## src/asw_pkg.sv

```systemverilog
// package for the asynchronous sram host write/read controller
// assumes a 125 MHz system clock; the write pulse, read cycle and bus release times in ns are turned into cycles here
package asw_pkg;
   localparam int unsigned CLK_PERIOD_NS = 8;
   // write and read cycle figures, slowest grade at 3.0 V
   localparam int unsigned T_WC_NS  = 120;
   localparam int unsigned T_WP_NS  = 80;
   localparam int unsigned T_DW_NS  = 70;
   localparam int unsigned T_WHZ_NS = 40;
   localparam int unsigned T_RC_NS  = 120;
   // least times round up to whole cycles
   localparam int unsigned WP_CYC  = (T_WP_NS + CLK_PERIOD_NS - 1) / CLK_PERIOD_NS;
   localparam int unsigned RC_CYC  = (T_RC_NS + CLK_PERIOD_NS - 1) / CLK_PERIOD_NS;
   localparam int unsigned HZ_CYC  = (T_WHZ_NS + CLK_PERIOD_NS - 1) / CLK_PERIOD_NS;
   localparam int unsigned CNT_W   = 5;
   localparam logic [CNT_W-1:0] CNT_ZERO = 5'h00;
   localparam logic [CNT_W-1:0] CNT_ONE  = 5'h01;
   localparam logic [CNT_W-1:0] WP_CNT   = CNT_W'(WP_CYC);
   localparam logic [CNT_W-1:0] RC_CNT   = CNT_W'(RC_CYC);
   localparam logic [CNT_W-1:0] HZ_CNT   = CNT_W'(HZ_CYC);
   typedef enum logic [2:0] {
      ASW_IDLE, ASW_TURN, ASW_SETUP, ASW_WPULSE, ASW_WEND, ASW_RPULSE, ASW_REND
   } asw_state_e;
endpackage

```

## src/asw_sync_if.sv

```systemverilog
// interface carrying the data pin sample from the synchroniser to the controller
// assumes both ends run on the same sys_clk
`timescale 1ns/1ns
interface asw_sync_if #(parameter int DW = 8);
   logic [DW-1:0] rd_data;
   modport src (output rd_data);
   modport dst (input  rd_data);
endinterface

```

## src/asw_host.sv

```systemverilog
// host controller driving an asynchronous static ram through its pins
// assumes one request at a time; req is a level taken while ready is high
`timescale 1ns/1ns
// Operation
// - hold output enable high to float pins
// - strobe high during every address change
// - drive data only after memory releases pins
// - retention needs only select held high
module asw_host
   import asw_pkg::*;
#(
   parameter int AW = 15,
   parameter int DW = 8
) (
   input  wire logic          sys_clk,
   input  wire logic          resetn,
   input  wire logic          clk_en,
   input  wire logic          req,
   input  wire logic          req_write,
   input  wire logic [AW-1:0] req_addr,
   input  wire logic [DW-1:0] req_wdata,
   output logic               ready,
   output logic               rd_valid,
   output logic [DW-1:0]      rd_data,
   output logic [AW-1:0]      mem_addr,
   output logic               chip_select_n,
   output logic               write_enable_n,
   output logic               output_enable_n,
   output logic [DW-1:0]      data_out,
   output logic               data_oe,
   input  wire logic [DW-1:0] data_in
);
   typedef struct packed {
      asw_state_e    state;
      logic [CNT_W-1:0] cnt;
      logic          is_write;
      logic          rdy;
      logic          rvalid;
      logic [DW-1:0] rdata;
      logic [AW-1:0] addr;
      logic          cs_n;
      logic          we_n;
      logic          oe_n;
      logic [DW-1:0] dout;
      logic          doe;
   } asw_host_s;

   asw_host_s st, next_st;
   asw_sync_if #(.DW(DW)) pins ();

   asw_sync #(.DW(DW)) u_sync (
      .sys_clk (sys_clk),
      .resetn  (resetn),
      .clk_en  (clk_en),
      .pin_in  (data_in),
      .sync    (pins)
   );

   always_comb begin
      next_st        = st;
      next_st.rvalid = 1'b0;
      case (st.state)
         ASW_IDLE: begin
            // strobes are all high here, so the address may move safely
            if (req && st.rdy) begin
               next_st.addr     = req_addr;
               next_st.is_write = req_write;
               next_st.dout     = req_wdata;
               next_st.rdy      = 1'b0;
               next_st.oe_n     = 1'b1;
               if (req_write) begin
                  // wait out a possible read drive before turning the bus round
                  next_st.cnt   = HZ_CNT;
                  next_st.state = ASW_TURN;
               end else begin
                  next_st.cs_n  = 1'b0;
                  next_st.oe_n  = 1'b0;
                  next_st.cnt   = RC_CNT;
                  next_st.state = ASW_RPULSE;
               end
            end
         end
         ASW_TURN: begin
            if (st.cnt == CNT_ONE) begin
               // write strobe first, select after: pins stay floating
               next_st.we_n  = 1'b0;
               next_st.state = ASW_SETUP;
            end else begin
               next_st.cnt = st.cnt - CNT_ONE;
            end
         end
         ASW_SETUP: begin
            next_st.doe   = 1'b1;
            next_st.cs_n  = 1'b0;
            next_st.cnt   = WP_CNT;
            next_st.state = ASW_WPULSE;
         end
         ASW_WPULSE: begin
            if (st.cnt == CNT_ONE) begin
               // end the overlap with both strobes; data holds one more cycle
               next_st.we_n  = 1'b1;
               next_st.cs_n  = 1'b1;
               next_st.state = ASW_WEND;
            end else begin
               next_st.cnt = st.cnt - CNT_ONE;
            end
         end
         ASW_WEND: begin
            next_st.doe   = 1'b0;
            next_st.rdy   = 1'b1;
            next_st.state = ASW_IDLE;
         end
         ASW_RPULSE: begin
            if (st.cnt == CNT_ONE) begin
               // sample late: the synchroniser adds two cycles of delay
               next_st.rdata  = pins.rd_data;
               next_st.cs_n   = 1'b1;
               next_st.oe_n   = 1'b1;
               next_st.state  = ASW_REND;
            end else begin
               next_st.cnt = st.cnt - CNT_ONE;
            end
         end
         ASW_REND: begin
            next_st.rvalid = 1'b1;
            next_st.rdy    = 1'b1;
            next_st.state  = ASW_IDLE;
         end
         default: begin
            next_st.state = ASW_IDLE;
         end
      endcase
   end

   always_ff @(posedge sys_clk) begin
      if (!resetn) begin
         st       <= '0;
         st.state <= ASW_IDLE;
         st.rdy   <= 1'b1;
         st.cs_n  <= 1'b1;
         st.we_n  <= 1'b1;
         st.oe_n  <= 1'b1;
      end else if (clk_en) begin
         st <= next_st;
      end
   end

   assign ready           = st.rdy;
   assign rd_valid        = st.rvalid;
   assign rd_data         = st.rdata;
   assign mem_addr        = st.addr;
   assign chip_select_n   = st.cs_n;
   assign write_enable_n  = st.we_n;
   assign output_enable_n = st.oe_n;
   assign data_out        = st.dout;
   assign data_oe         = st.doe;

   a_overlap_only_write: assert property (@(posedge sys_clk) disable iff (!resetn)
      (!chip_select_n && !write_enable_n) |-> st.is_write)
      else $error("write overlap during a read");
   a_we_data_float: assert property (@(posedge sys_clk) disable iff (!resetn)
      (!write_enable_n) |-> output_enable_n)
      else $error("output enable low while write strobe low");
   a_read_select: assert property (@(posedge sys_clk) disable iff (!resetn)
      (!output_enable_n) |-> (!chip_select_n && write_enable_n))
      else $error("output enable without read select");
   a_oe_before_drive: assert property (@(posedge sys_clk) disable iff (!resetn)
      data_oe |-> output_enable_n)
      else $error("host drives while memory may drive");
   a_we_leads_cs: assert property (@(posedge sys_clk) disable iff (!resetn)
      ($fell(chip_select_n) && st.is_write) |-> $past(!write_enable_n))
      else $error("select fell before write strobe");
   // a read may move the address with select low, as long as the write strobe stays high
   a_addr_stable: assert property (@(posedge sys_clk) disable iff (!resetn)
      $changed(mem_addr) |->
         ((chip_select_n || write_enable_n) && $past(chip_select_n || write_enable_n)))
      else $error("address moved during strobe");
   // reaches back to the first turnaround cycle, so a skipped wait after a read is caught
   a_turn_wait: assert property (@(posedge sys_clk) disable iff (!resetn)
      $rose(data_oe) |-> $past(output_enable_n, HZ_CYC + 1))
      else $error("drive too soon after read");
   a_idle_deselect: assert property (@(posedge sys_clk) disable iff (!resetn)
      (st.state == ASW_IDLE) |-> chip_select_n)
      else $error("select low while idle");
   a_pulse_width: assert property (@(posedge sys_clk) disable iff (!resetn)
      ($fell(chip_select_n) && st.is_write && clk_en) |-> !write_enable_n [*2])
      else $error("write pulse too short");
   a_read_done: assert property (@(posedge sys_clk) disable iff (!resetn)
      (st.state == ASW_RPULSE && clk_en) |-> ##[1:40] rd_valid)
      else $error("read never completed");

   c_write: cover property (@(posedge sys_clk) st.state == ASW_WEND);
   c_read: cover property (@(posedge sys_clk) rd_valid);
   c_back: cover property (@(posedge sys_clk) rd_valid ##1 (req && req_write && ready));
endmodule

```

## src/asw_sync.sv

```systemverilog
// two flip-flop synchroniser for the sram data pins
// assumes the pins are asynchronous to sys_clk
`timescale 1ns/1ns
module asw_sync
   import asw_pkg::*;
#(
   parameter int DW = 8
) (
   input  wire logic          sys_clk,
   input  wire logic          resetn,
   input  wire logic          clk_en,
   input  wire logic [DW-1:0] pin_in,
   asw_sync_if.src            sync
);
   typedef struct packed {
      logic [DW-1:0] meta;
      logic [DW-1:0] stable;
   } asw_sync_s;
   asw_sync_s st, next_st;
   always_comb begin
      next_st        = st;
      next_st.meta   = pin_in;
      next_st.stable = st.meta;
   end
   always_ff @(posedge sys_clk) begin
      if (!resetn) begin
         st <= '0;
      end else if (clk_en) begin
         st <= next_st;
      end
   end
   assign sync.rd_data = st.stable;
endmodule

```

## config.mk

```make
export PLATFORM = sky130hd
export DESIGN_NAME = asw_host
export DESIGN_NICKNAME = d
export VERILOG_FILES = /design/src/asw_pkg.sv /design/src/asw_sync_if.sv /design/src/asw_host.sv /design/src/asw_sync.sv
export SDC_FILE = /design/constraint.sdc
export NUM_CORES = 1
export LEC_CHECK = 0
export BUFFER_PORTS_ARGS = -buffer_cell sky130_fd_sc_hd__buf_2
export CORE_ASPECT_RATIO = 0.9
export CORE_MARGIN = 8
export CORE_UTILIZATION = 35
export DETAILED_ROUTE_END_ITERATION = 8
export HOLD_SLACK_MARGIN = 0.08
export PLACE_DENSITY_LB_ADDON = 0.08
export SLEW_MARGIN = 20
export SYNTH_ARGS = -nofsm -noshare
export SYNTH_HDL_FRONTEND = slang
export SYNTH_SLANG_ARGS = --single-unit
```

## constraint.sdc

```tcl
create_clock -name sys_clk -period 2.34 [get_ports sys_clk]
set_input_delay 0.468 -clock sys_clk [delete_from_list [all_inputs] [get_ports sys_clk]]
set_output_delay 0.468 -clock sys_clk [all_outputs]
set_load 0.005 [all_outputs]
```

==> results of run 1 <==
==> per-layer routing <==
| metal | part of all wire | wire length [um] |
|---|---|---|
| met5 | 0 | 0 |
| met4 | 0.015 | 92 |
| met3 | 0.087 | 548 |
| met2 | 0.44 | 2780 |
| met1 | 0.46 | 2900 |
==> sequential cells by signal, indices dropped and copies added (netlist names) <==
| name | cells |
|---|---|
| write_enable_n | 1 |
| output_enable_n | 1 |
| chip_select_n | 1 |
| u_sync.sync.rd_data | 8 |
| ready | 1 |
| mem_addr | 15 |
| st | 8 |
| data_oe | 1 |
| rd_valid | 1 |
| u_sync.next_st | 8 |
| data_out | 8 |
| rd_data | 8 |
==> cell usage after synthesis (all sizes together), types with 4 or more instances <==
library cell,n
dfxtp,61
nand2,56
buf,41
nor2,30
a21oi,27
mux2i,26
o21ai,12
clkbuf,9
nor2b,5
inv,4
nor3b,4
==> path summary, 6_finish.rpt <==
| check | endpoint | slack [ns] |
|---|---|---|
| max | ready$_SDFFE_PN1P_ | 0.55 |
| min | u_sync.next_st[3]$_SDFFE_PN0P_ | 0.36 |
| max reg2reg | ready$_SDFFE_PN1P_ | 0.55 |
| min reg2reg | data_out[1]$_SDFFE_PN0P_ | 0.45 |
==> area by class of cell <==
| cell class | count | share of cell area |
|---|---|---|
| tap | 96 | 0.0384 |
| clock inverter | 4 | 0.0152 |
| clock buffer | 12 | 0.0464 |
| multi-input combinational | 198 | 0.374 |
| timing repair buffer | 78 | 0.130 |
| inverter | 5 | 0.00600 |
| sequential | 61 | 0.390 |
==> worst min-delay path, stage by stage <==
cell and delay (ns):
buf_2 0.07, mux2i_1 0.05, nor2_1 0.07
==> power by group <==
group          internal [uW]  leakage [uW]  switching [uW]
Combinational            117      0.000841             139
Sequential              1080      0.000497            35.4
Clock                    518     0.0000964             405
Total                   1720       0.00143             579
==> layout by cell type (no fill, tap or decap), types with 4 or more instances in the layout <==
cell / synthesis / layout
inv_1: 4 / 4
clkbuf_8: 0 / 10
buf_4: 32 / 6
nand2_1: 56 / 56
dfxtp_1: 61 / 61
a21oi_1: 27 / 27
nor2b_1: 5 / 5
o21ai_0: 11 / 11
buf_2: 7 / 72
nor3b_1: 4 / 4
mux2i_1: 26 / 26
nor2_1: 30 / 30
==> cells by family (layout without fill, tap and decap cells) <==
family                   count (synthesis)  after routing  synth area share
XOR/XNOR                                 1              1           0.00320
AO/OA/AOI/OAI                           53             53             0.113
buffers and inverters                   55             99             0.125
adder cells (fa/ha/maj)                  2              2           0.00915
flip-flops                              61             61             0.446
multiplexers                            27             27            0.0993
AND/OR/NAND/NOR                        115            115             0.203
==> through the flow <==
stage	hold WS, ns	total power (uW)	instances	util	setup slack [ns]
after global placement	0.440	1400	438	0.389	0.484
final	0.365	2300	454	0.415	0.545
after detailed placement	0.445	1400	438	0.389	0.437
after global routing	0.354	2420	454	0.415	0.463
after floorplan	0.437	1330	314	-	0.664
after CTS	0.350	2340	454	0.415	0.544
==> impl_metrics.yaml, run 1 <==
clock_network:
  clk_path_buf_depth: 2
  path_clk_slew_ns: 0.07
  numCtsBuffers: 9
  hold_buffers: 0
  h-tree-depth: 3
  cts_tree: "done"
  root_buffer: "clkbuf_8"
  ctsResizeCount: 0
  cts_setup_buffers: 0
  clk-insertion-delay-late_ns: 0.33
  clock_sinks: 61
global_routing:
  first_global_vias: 2141
  grt_antenna_before_repair: 0
  grt_use_met1: 0.144
  met3_usage: 0.0545
  grtUsageTotal: 0.120
  busiest_layer: "met2"
  grt_max_degree: 52
  grt_pass1_wl_mm: 10.4
  use_met2: 0.185
  gr-total-overflow: 0
status:
  status: "completed"
synthesis:
  synth_cells: 314
  synth_cell_types: 44
  yosysWarnings: 0
  ys_seq_area_frac: 0.446
  ys_ff_latch: 61
  syn_area_um2: 2740
  ys_async_sr_fraction: 0
  yosysTopAreaCell: "dfxtp_1"
  synth_nets: 352
  synth_area_leaders: "dfxtp_1, mux2i_1, buf_4"
  ys.flop_type: "dfxtp_1"
  synth_top_area_share: 0.446
  avgSynthCellArea_um2: 8.71
  synth-edff-count: 0
setup_path:
  crit_required_ns: 2.56
  path_class: "reg2reg"
  path_buf_inv: 0
  cp_max_fo: 25
  reg2reg_depth: 3
  cp-end-kind: "register"
  worst-path-stages: 3
  worst-endpoint-arrival_ns: 2.01
  cp_top_family: "simple AND/OR/NAND/NOR gates"
  crit_start: "st[43]$_SDFFE_PN0P_"
  crit_chain: "nand2b_4 > or4_4 > a221o_1"
  reg2reg_from: "st[43]$_SDFFE_PN0P_"
  max_stage_delay_ns: 0.65
  cp-start-kind: "register"
  slowest_stage: "or4_4"
timing:
  clock.fmax_ghz: 0.557
  fin_skew_ns: 0.00767
  fin_crit_ns: 1.79
  drv_slew: 0
  tns_ns: 0
  finalCritPeriodShare: 0.767
  finalHoldViolCount: 0
  tightest_slew_ns: 0.643
  rsz0062_at_grt: "no"
  setup_viol: 0
  relSlewSlack: 0.570
floorplanning:
  ios: 73
  rows: 30
  core_um2: 7540
  die_area_um2: 10900
  initial_core_util: 0.363
  fp.dieW_um: 109
  die_y_um: 99.9
min_path:
  min_from: "data_in[3]"
  hold_path_class: "in2reg"
  hold_path_depth: 3
pwr:
  ir_drop_mv: 0.368
  power_leakage_uw: 0.00143
  p_per_area_nw_per_um2: 734
route:
  drtAntennaViolNets: 0
  drtIter0Drc: 132
  route.detailed.drc: 0
  vias: 2116
  viasPerCell: 4.66
  wire_per_inst_um: 13.9
  totalWireLength_mm: 6.32
  drt_first_pass_iters: 4
cells_and_area:
  antenna-diode-count: 0
  layout-drive-gt1-share: 0.274
  nNetsFinal: 391
  seqCellArea_um2: 1220
  multi_input_area_um2: 1170
  fin_area_um2: 3130
  area_growth_pct: 14.4
  fillCellCount: 798
placed_design:
  dp_hpwl_mm: 4.39
  io_buffers: 72
  gp_congestion: 0.751
  dpl_cell_area_um2: 2940
job:
  cap_violations: 0
Power figures use the tool's default switching activity.
==> run 2: changes to the inputs <==
ABC_AREA = 1   (was not set)
clock period = 1.5 ns   (was 2.34 ns; I/O delays follow)
==> impl_metrics.yaml, run 2 <==
route:
  wire_per_inst_um: 12.7
  wl_met1_mm: 3.18
  met2RoutedLength_mm: 2.78
  route.detailed.drc: 0
  drt_first_pass_iters: 4
  viasPerCell: 4.55
  totalWireLength_mm: 6.69
  highest_layer: "met4"
  drtAntennaViolNets: 0
  dr_wl_met3_um: 663
  drtIter0Drc: 105
  vias: 2390
timing:
  relSlewSlack: 0.827
  clock.fmax_ghz: 0.731
  setup_viol: 0
  drv_slew: 0
  finalCritPeriodShare: 0.912
  fin_skew_ns: 0.00849
  tns_ns: 0
  fin_crit_ns: 1.37
  finalHoldViolCount: 0
  whs_ns: 0.187
  tightest_slew_ns: 0.256
pwr:
  swShare: 0.297
  switchingPower_uw: 1410
  p_per_area_nw_per_um2: 1440
  clkPwrFrac: 0.366
  ir_drop_mv: 0.856
  internal-power_uw: 3340
  power_leakage_uw: 0.00159
  combPwrFrac: 0.227
  power_frac_seq: 0.408
min_path:
  hold_path_class: "in2reg"
  min_delay_worst_endpoint: "u_sync.next_st[0]$_SDFFE_PN0P_"
  min_from: "data_in[0]"
  hold_path_depth: 3
floorplanning:
  core_um2: 7540
  rows: 30
  fp.dieW_um: 109
  initial_core_util: 0.360
  die_area_um2: 10800
  ios: 73
  die_y_um: 99.6
clock_network:
  clock_sinks: 61
  hold_buffers: 0
  root_buffer: "clkbuf_8"
  path_clk_slew_ns: 0.07
  h-tree-depth: 3
  clk-insertion-delay-late_ns: 0.34
  cts_tree: "done"
  clk_path_buf_depth: 2
  numCtsBuffers: 9
synthesis:
  synthTopCellsByCount: "nor2_1, dfxtp_1, o21ai_0"
  syn_area_um2: 2720
  avgSynthCellArea_um2: 7.27
  synth_nets: 412
  ys.flop_type: "dfxtp_1"
  ys_async_sr_fraction: 0
  synth_cells: 374
  synth_top_area_share: 0.449
  ys_seq_area_frac: 0.449
  yosysWarnings: 0
  yosysTopAreaCell: "dfxtp_1"
  ys_ff_latch: 61
  synth-edff-count: 0
  yosysMostFrequentCell: "nor2_1"
  synth_cell_types: 26
  synth_area_leaders: "dfxtp_1, nor2_1, o21ai_0"
placed_design:
  dp_hpwl_mm: 4.72
  io_buffers: 72
  gp_congestion: 0.820
  dpl_cell_area_um2: 3010
setup_path:
  path_class: "reg2reg"
  cp_max_fo: 4
  worst-endpoint-arrival_ns: 1.63
  worst-r2r-setup-slack_ns: 0.13
  cp-end-kind: "register"
  crit_required_ns: 1.77
  reg2reg_from: "st[39]$_SDFFE_PN0P_"
  cp-start-kind: "register"
  worstReg2RegEnd: "st[39]$_SDFFE_PN0P_"
  reg2reg_depth: 11
cells_and_area:
  fin_area_um2: 3290
  nNetsFinal: 463
  layout-drive-gt1-share: 0.298
  area_growth_pct: 21.2
  antenna-diode-count: 0
  layout.cells.most_common_list: "nor2_1, buf_2, dfxtp_1"
  fillCellCount: 807
  largest_register_ff_count: 15
  final_common_cell: "nor2_1"
global_routing:
  grt_pass1_wl_mm: 11.1
  gr-total-overflow: 0
  grtUsageTotal: 0.127
  grt_antenna_before_repair: 0
  grt_max_degree: 39
  first_global_vias: 2354
status:
  status: "completed"
job:
  cap_violations: 0
[run 2: worst max-delay path by stage]
stage | slack, ns | cells after the start | to | startpoint
final | 0.13 | 11 | st[39]$_SDFFE_PN0P_ | st[39]$_SDFFE_PN0P_
after global placement | 0.03 | 7 | rd_data[0]$_SDFFE_PN0P_ | st[43]$_SDFFE_PN0P_
after floorplan | 0.15 | 9 | rd_data[2]$_SDFFE_PN0P_ | st[39]$_SDFFE_PN0P_
after CTS | 0.01 | 9 | rd_data[2]$_SDFFE_PN0P_ | st[39]$_SDFFE_PN0P_
after detailed placement | -0.006 | 11 | st[39]$_SDFFE_PN0P_ | st[39]$_SDFFE_PN0P_
after global routing | -0.004 | 11 | st[39]$_SDFFE_PN0P_ | st[39]$_SDFFE_PN0P_
[run 2: worst max-delay path, cell delays in order (launching register included)]
cell	delay, ns
dfxtp_2	0.34
inv_2	0.06
ha_2	0.17
nand2_2	0.07
nor2_4	0.11
buf_6	0.12
nand2_2	0.07
nand2_2	0.10
nor2_4	0.05
nand2_1	0.06
nand2_1	0.04
nor2_1	0.12
[run 2: cell families after synthesis]
family | after synthesis | share of synthesized area
and+or+nand+nor | 183 | 0.277
buffers and inverters | 65 | 0.143
xor gates and xnor gates | 1 | 0.00322
adders and majority gates | 2 | 0.00921
AOI/OAI and AO/OA | 62 | 0.118
DFF | 61 | 0.449
[run 2: metal layers]
metal / vias up / GRT usage
li1: 1263 / -
met1: 1050 / 0.151
met2: 71 / 0.200
met3: 6 / 0.0601
met4: 0 / 0.0347
met5: - / 0
[run 2: cell type report]
| type | instances | area (um2) | share of cell area |
|---|---|---|---|
| tap | 96 | 120 | 0.0365 |
| sequential | 61 | 1230 | 0.372 |
| multi-input combinational | 248 | 1140 | 0.347 |
| inverter | 19 | 71.3 | 0.0216 |
| clock inverter | 5 | 100 | 0.0304 |
| clock buffer | 10 | 128 | 0.0387 |
| timing repair buffer | 86 | 507 | 0.154 |
[run 2: power groups by stage]
stage / Sequential, uW / Combinational (uW) / Clock (uW)
after floorplan: 1920 / 841 / 0
after global placement: 1970 / 1040 / 0
after detailed placement: 1970 / 1040 / 0
after CTS: 1930 / 1050 / 1790
after global routing: 1970 / 1250 / 1860
final: 1940 / 1080 / 1740
[run 2: stage by stage]
step	setup slack, ns	power (uW)	utilization	instances
floorplan	0.145	2760	-	374
global placement	0.0257	3010	0.399	508
detailed placement	-0.00597	3010	0.399	508
CTS	0.0137	4770	0.431	525
global route	-0.00448	5070	0.437	525
finish	0.132	4760	0.437	525
[run 2: what timing repair did]
action / in CTS / in global routing
setup endpoints to repair: 3 / 20
setup buffers: 2 / 0
gates resized for setup: 1 / 15
pin swaps: 1 / 3
==> run 3: changes to the inputs <==
ABC_AREA = not set   (was 1)
==> impl_metrics.yaml, run 3 (synthesized netlist as in run 1, its figures left out) <==
min_path:
  hold_path_depth: 3
  min_from: "req_addr[0]"
  hold_path_class: "in2reg"
timing:
  rsz0062_at_grt: "yes"
  drv_slew: 0
  fin_skew_ns: 0.0112
  clock.fmax_ghz: 0.674
  finalHoldViolCount: 0
  relSlewSlack: 0.767
  tightest_slew_ns: 0.347
  setup_slack_ns: 0.0153
  finalCritPeriodShare: 0.990
  setup_viol: 0
  fin_crit_ns: 1.48
global_routing:
  grt_pass1_wl_mm: 10.5
  gr-total-overflow: 0
  first_global_vias: 2169
  grtUsageTotal: 0.122
  grt_antenna_before_repair: 0
  grt_max_degree: 25
setup_path:
  slowest_stage: "dfxtp_2"
  cp-end-kind: "register"
  worst-endpoint-arrival_ns: 1.69
  reg2reg_depth: 7
  cp_max_fo: 4
  crit_chain: "inv_2 > ha_4 > nor4b_4 > buf_4 > and2_4 > o311ai_1 > o21ai_0"
  path_buf_inv: 2
  reg2reg_from: "st[39]$_SDFFE_PN0P_"
  crit_required_ns: 1.71
  cp-start-kind: "register"
  worst-path-stages: 7
  crit_start: "st[39]$_SDFFE_PN0P_"
  path_class: "reg2reg"
  cp_top_family: "compound AO/OA/AOI/OAI gates"
  max_stage_delay_ns: 0.33
status:
  status: "completed"
floorplanning:
  die_y_um: 99.9
  ios: 73
  initial_core_util: 0.363
  core_um2: 7540
  rows: 30
  fp.dieW_um: 109
  die_area_um2: 10900
placed_design:
  io_buffers: 72
  dp_slack_ns: -0.0931
  gp_congestion: 0.779
  dp_hpwl_mm: 4.77
cells_and_area:
  largest_register_ff_count: 15
  layout.cells.most_common_list: "buf_2, nand2_1, dfxtp_1"
  area_growth_pct: 26.7
  multi_input_area_um2: 1220
  nNetsFinal: 423
  seqCellArea_um2: 1230
  final_common_cell: "buf_2"
  antenna-diode-count: 0
  post-route-util: 0.459
  fillCellCount: 802
  layout-drive-gt1-share: 0.374
route:
  vias: 2258
  viasPerCell: 4.65
  route.detailed.drc: 0
  wire_per_inst_um: 13.9
  drt_first_pass_iters: 4
  drtIter0Drc: 109
  drtAntennaViolNets: 0
  totalWireLength_mm: 6.76
clock_network:
  cts_tree: "done"
  clk-insertion-delay-late_ns: 0.34
  numCtsBuffers: 9
  clock_sinks: 61
  h-tree-depth: 3
  root_buffer: "clkbuf_8"
  hold_buffers: 0
  clk_path_buf_depth: 2
  path_clk_slew_ns: 0.07
pwr:
  p_per_area_nw_per_um2: 1040
  ir_drop_mv: 0.550
  power_leakage_uw: 0.00162
job:
  cap_violations: 0
run 3: cell count changes in the layout (fill, tap and decap cells not counted), moves of 6 or more:
cell and change:
a21oi_1 +25, buf_4 +23, inv_1 -6, inv_2 -9, mux2i_1 +26, nand2_1 +20
nand2_2 -6, nand3_1 -14, nor2_1 -86, o21ai_0 -44
run 3: power breakdown:
part	total, uW	switching (uW)	internal, uW
combinational	563	266	298
sequential	1740	44.2	1690
clock	1290	654	637
total	3590	964	2630
run 3: stage by stage:
stage          hold slack (ns)  area [um2]  total power (uW)  std cells  setup TNS (ns)
6_report                 0.192        3460              3590        486               0
3_5_place_dp             0.444        3160              2270        464          -0.544
2_1_floorplan            0.436        2740              2080        314          -0.168
4_1_cts                  0.171        3370              3620        482          -0.169
3_3_place_gp             0.439        3160              2270        464          -0.220
5_1_grt                  0.173        3460              3790        486          -0.535
run 3: layer usage:
metal | vias to the layer above | routed length [um] | global-route usage | part of all wire
met4 | 0 | 60 | 0.0373 | 0.0089
li1 | 1164 | - | - | -
met1 | 1028 | 2970 | 0.148 | 0.44
met2 | 60 | 3160 | 0.190 | 0.47
met3 | 6 | 569 | 0.0519 | 0.084
met5 | - | 0 | 0 | 0
run 3: path summary, 6_finish.rpt:
| path | end | slack (ns) |
|---|---|---|
| setup / recovery | st[40]$_SDFFE_PN0P_ | 0.02 |
| hold / removal | mem_addr[0]$_SDFFE_PN0P_ | 0.19 |
| setup reg to reg | st[40]$_SDFFE_PN0P_ | 0.02 |
| hold reg to reg | data_out[6]$_SDFFE_PN0P_ | 0.45 |
run 3: timing repair:
item / in CTS / in global routing
pin swaps: 3 / 7
cloned: 0 / 1
resized for setup: 10 / 15
endpoints found under the setup margin: 10 / 23
buffers inserted: 2 / 3
run 3: worst reg2reg max path: stages (launching register included):
cell	delay, ns
dfxtp_2	0.33
inv_2	0.05
ha_4	0.15
nor4b_4	0.13
buf_4	0.15
and2_4	0.17
o311ai_1	0.27
o21ai_0	0.12
run 3: layout make-up:
type | instances | share of cell area
Clock inverter | 6 | 0.0112
Inverter | 5 | 0.00614
Sequential cell | 61 | 0.355
Timing Repair Buffer | 110 | 0.201
Clock buffer | 10 | 0.0397
Tap cell | 96 | 0.0347
Multi-Input combinational cell | 198 | 0.352
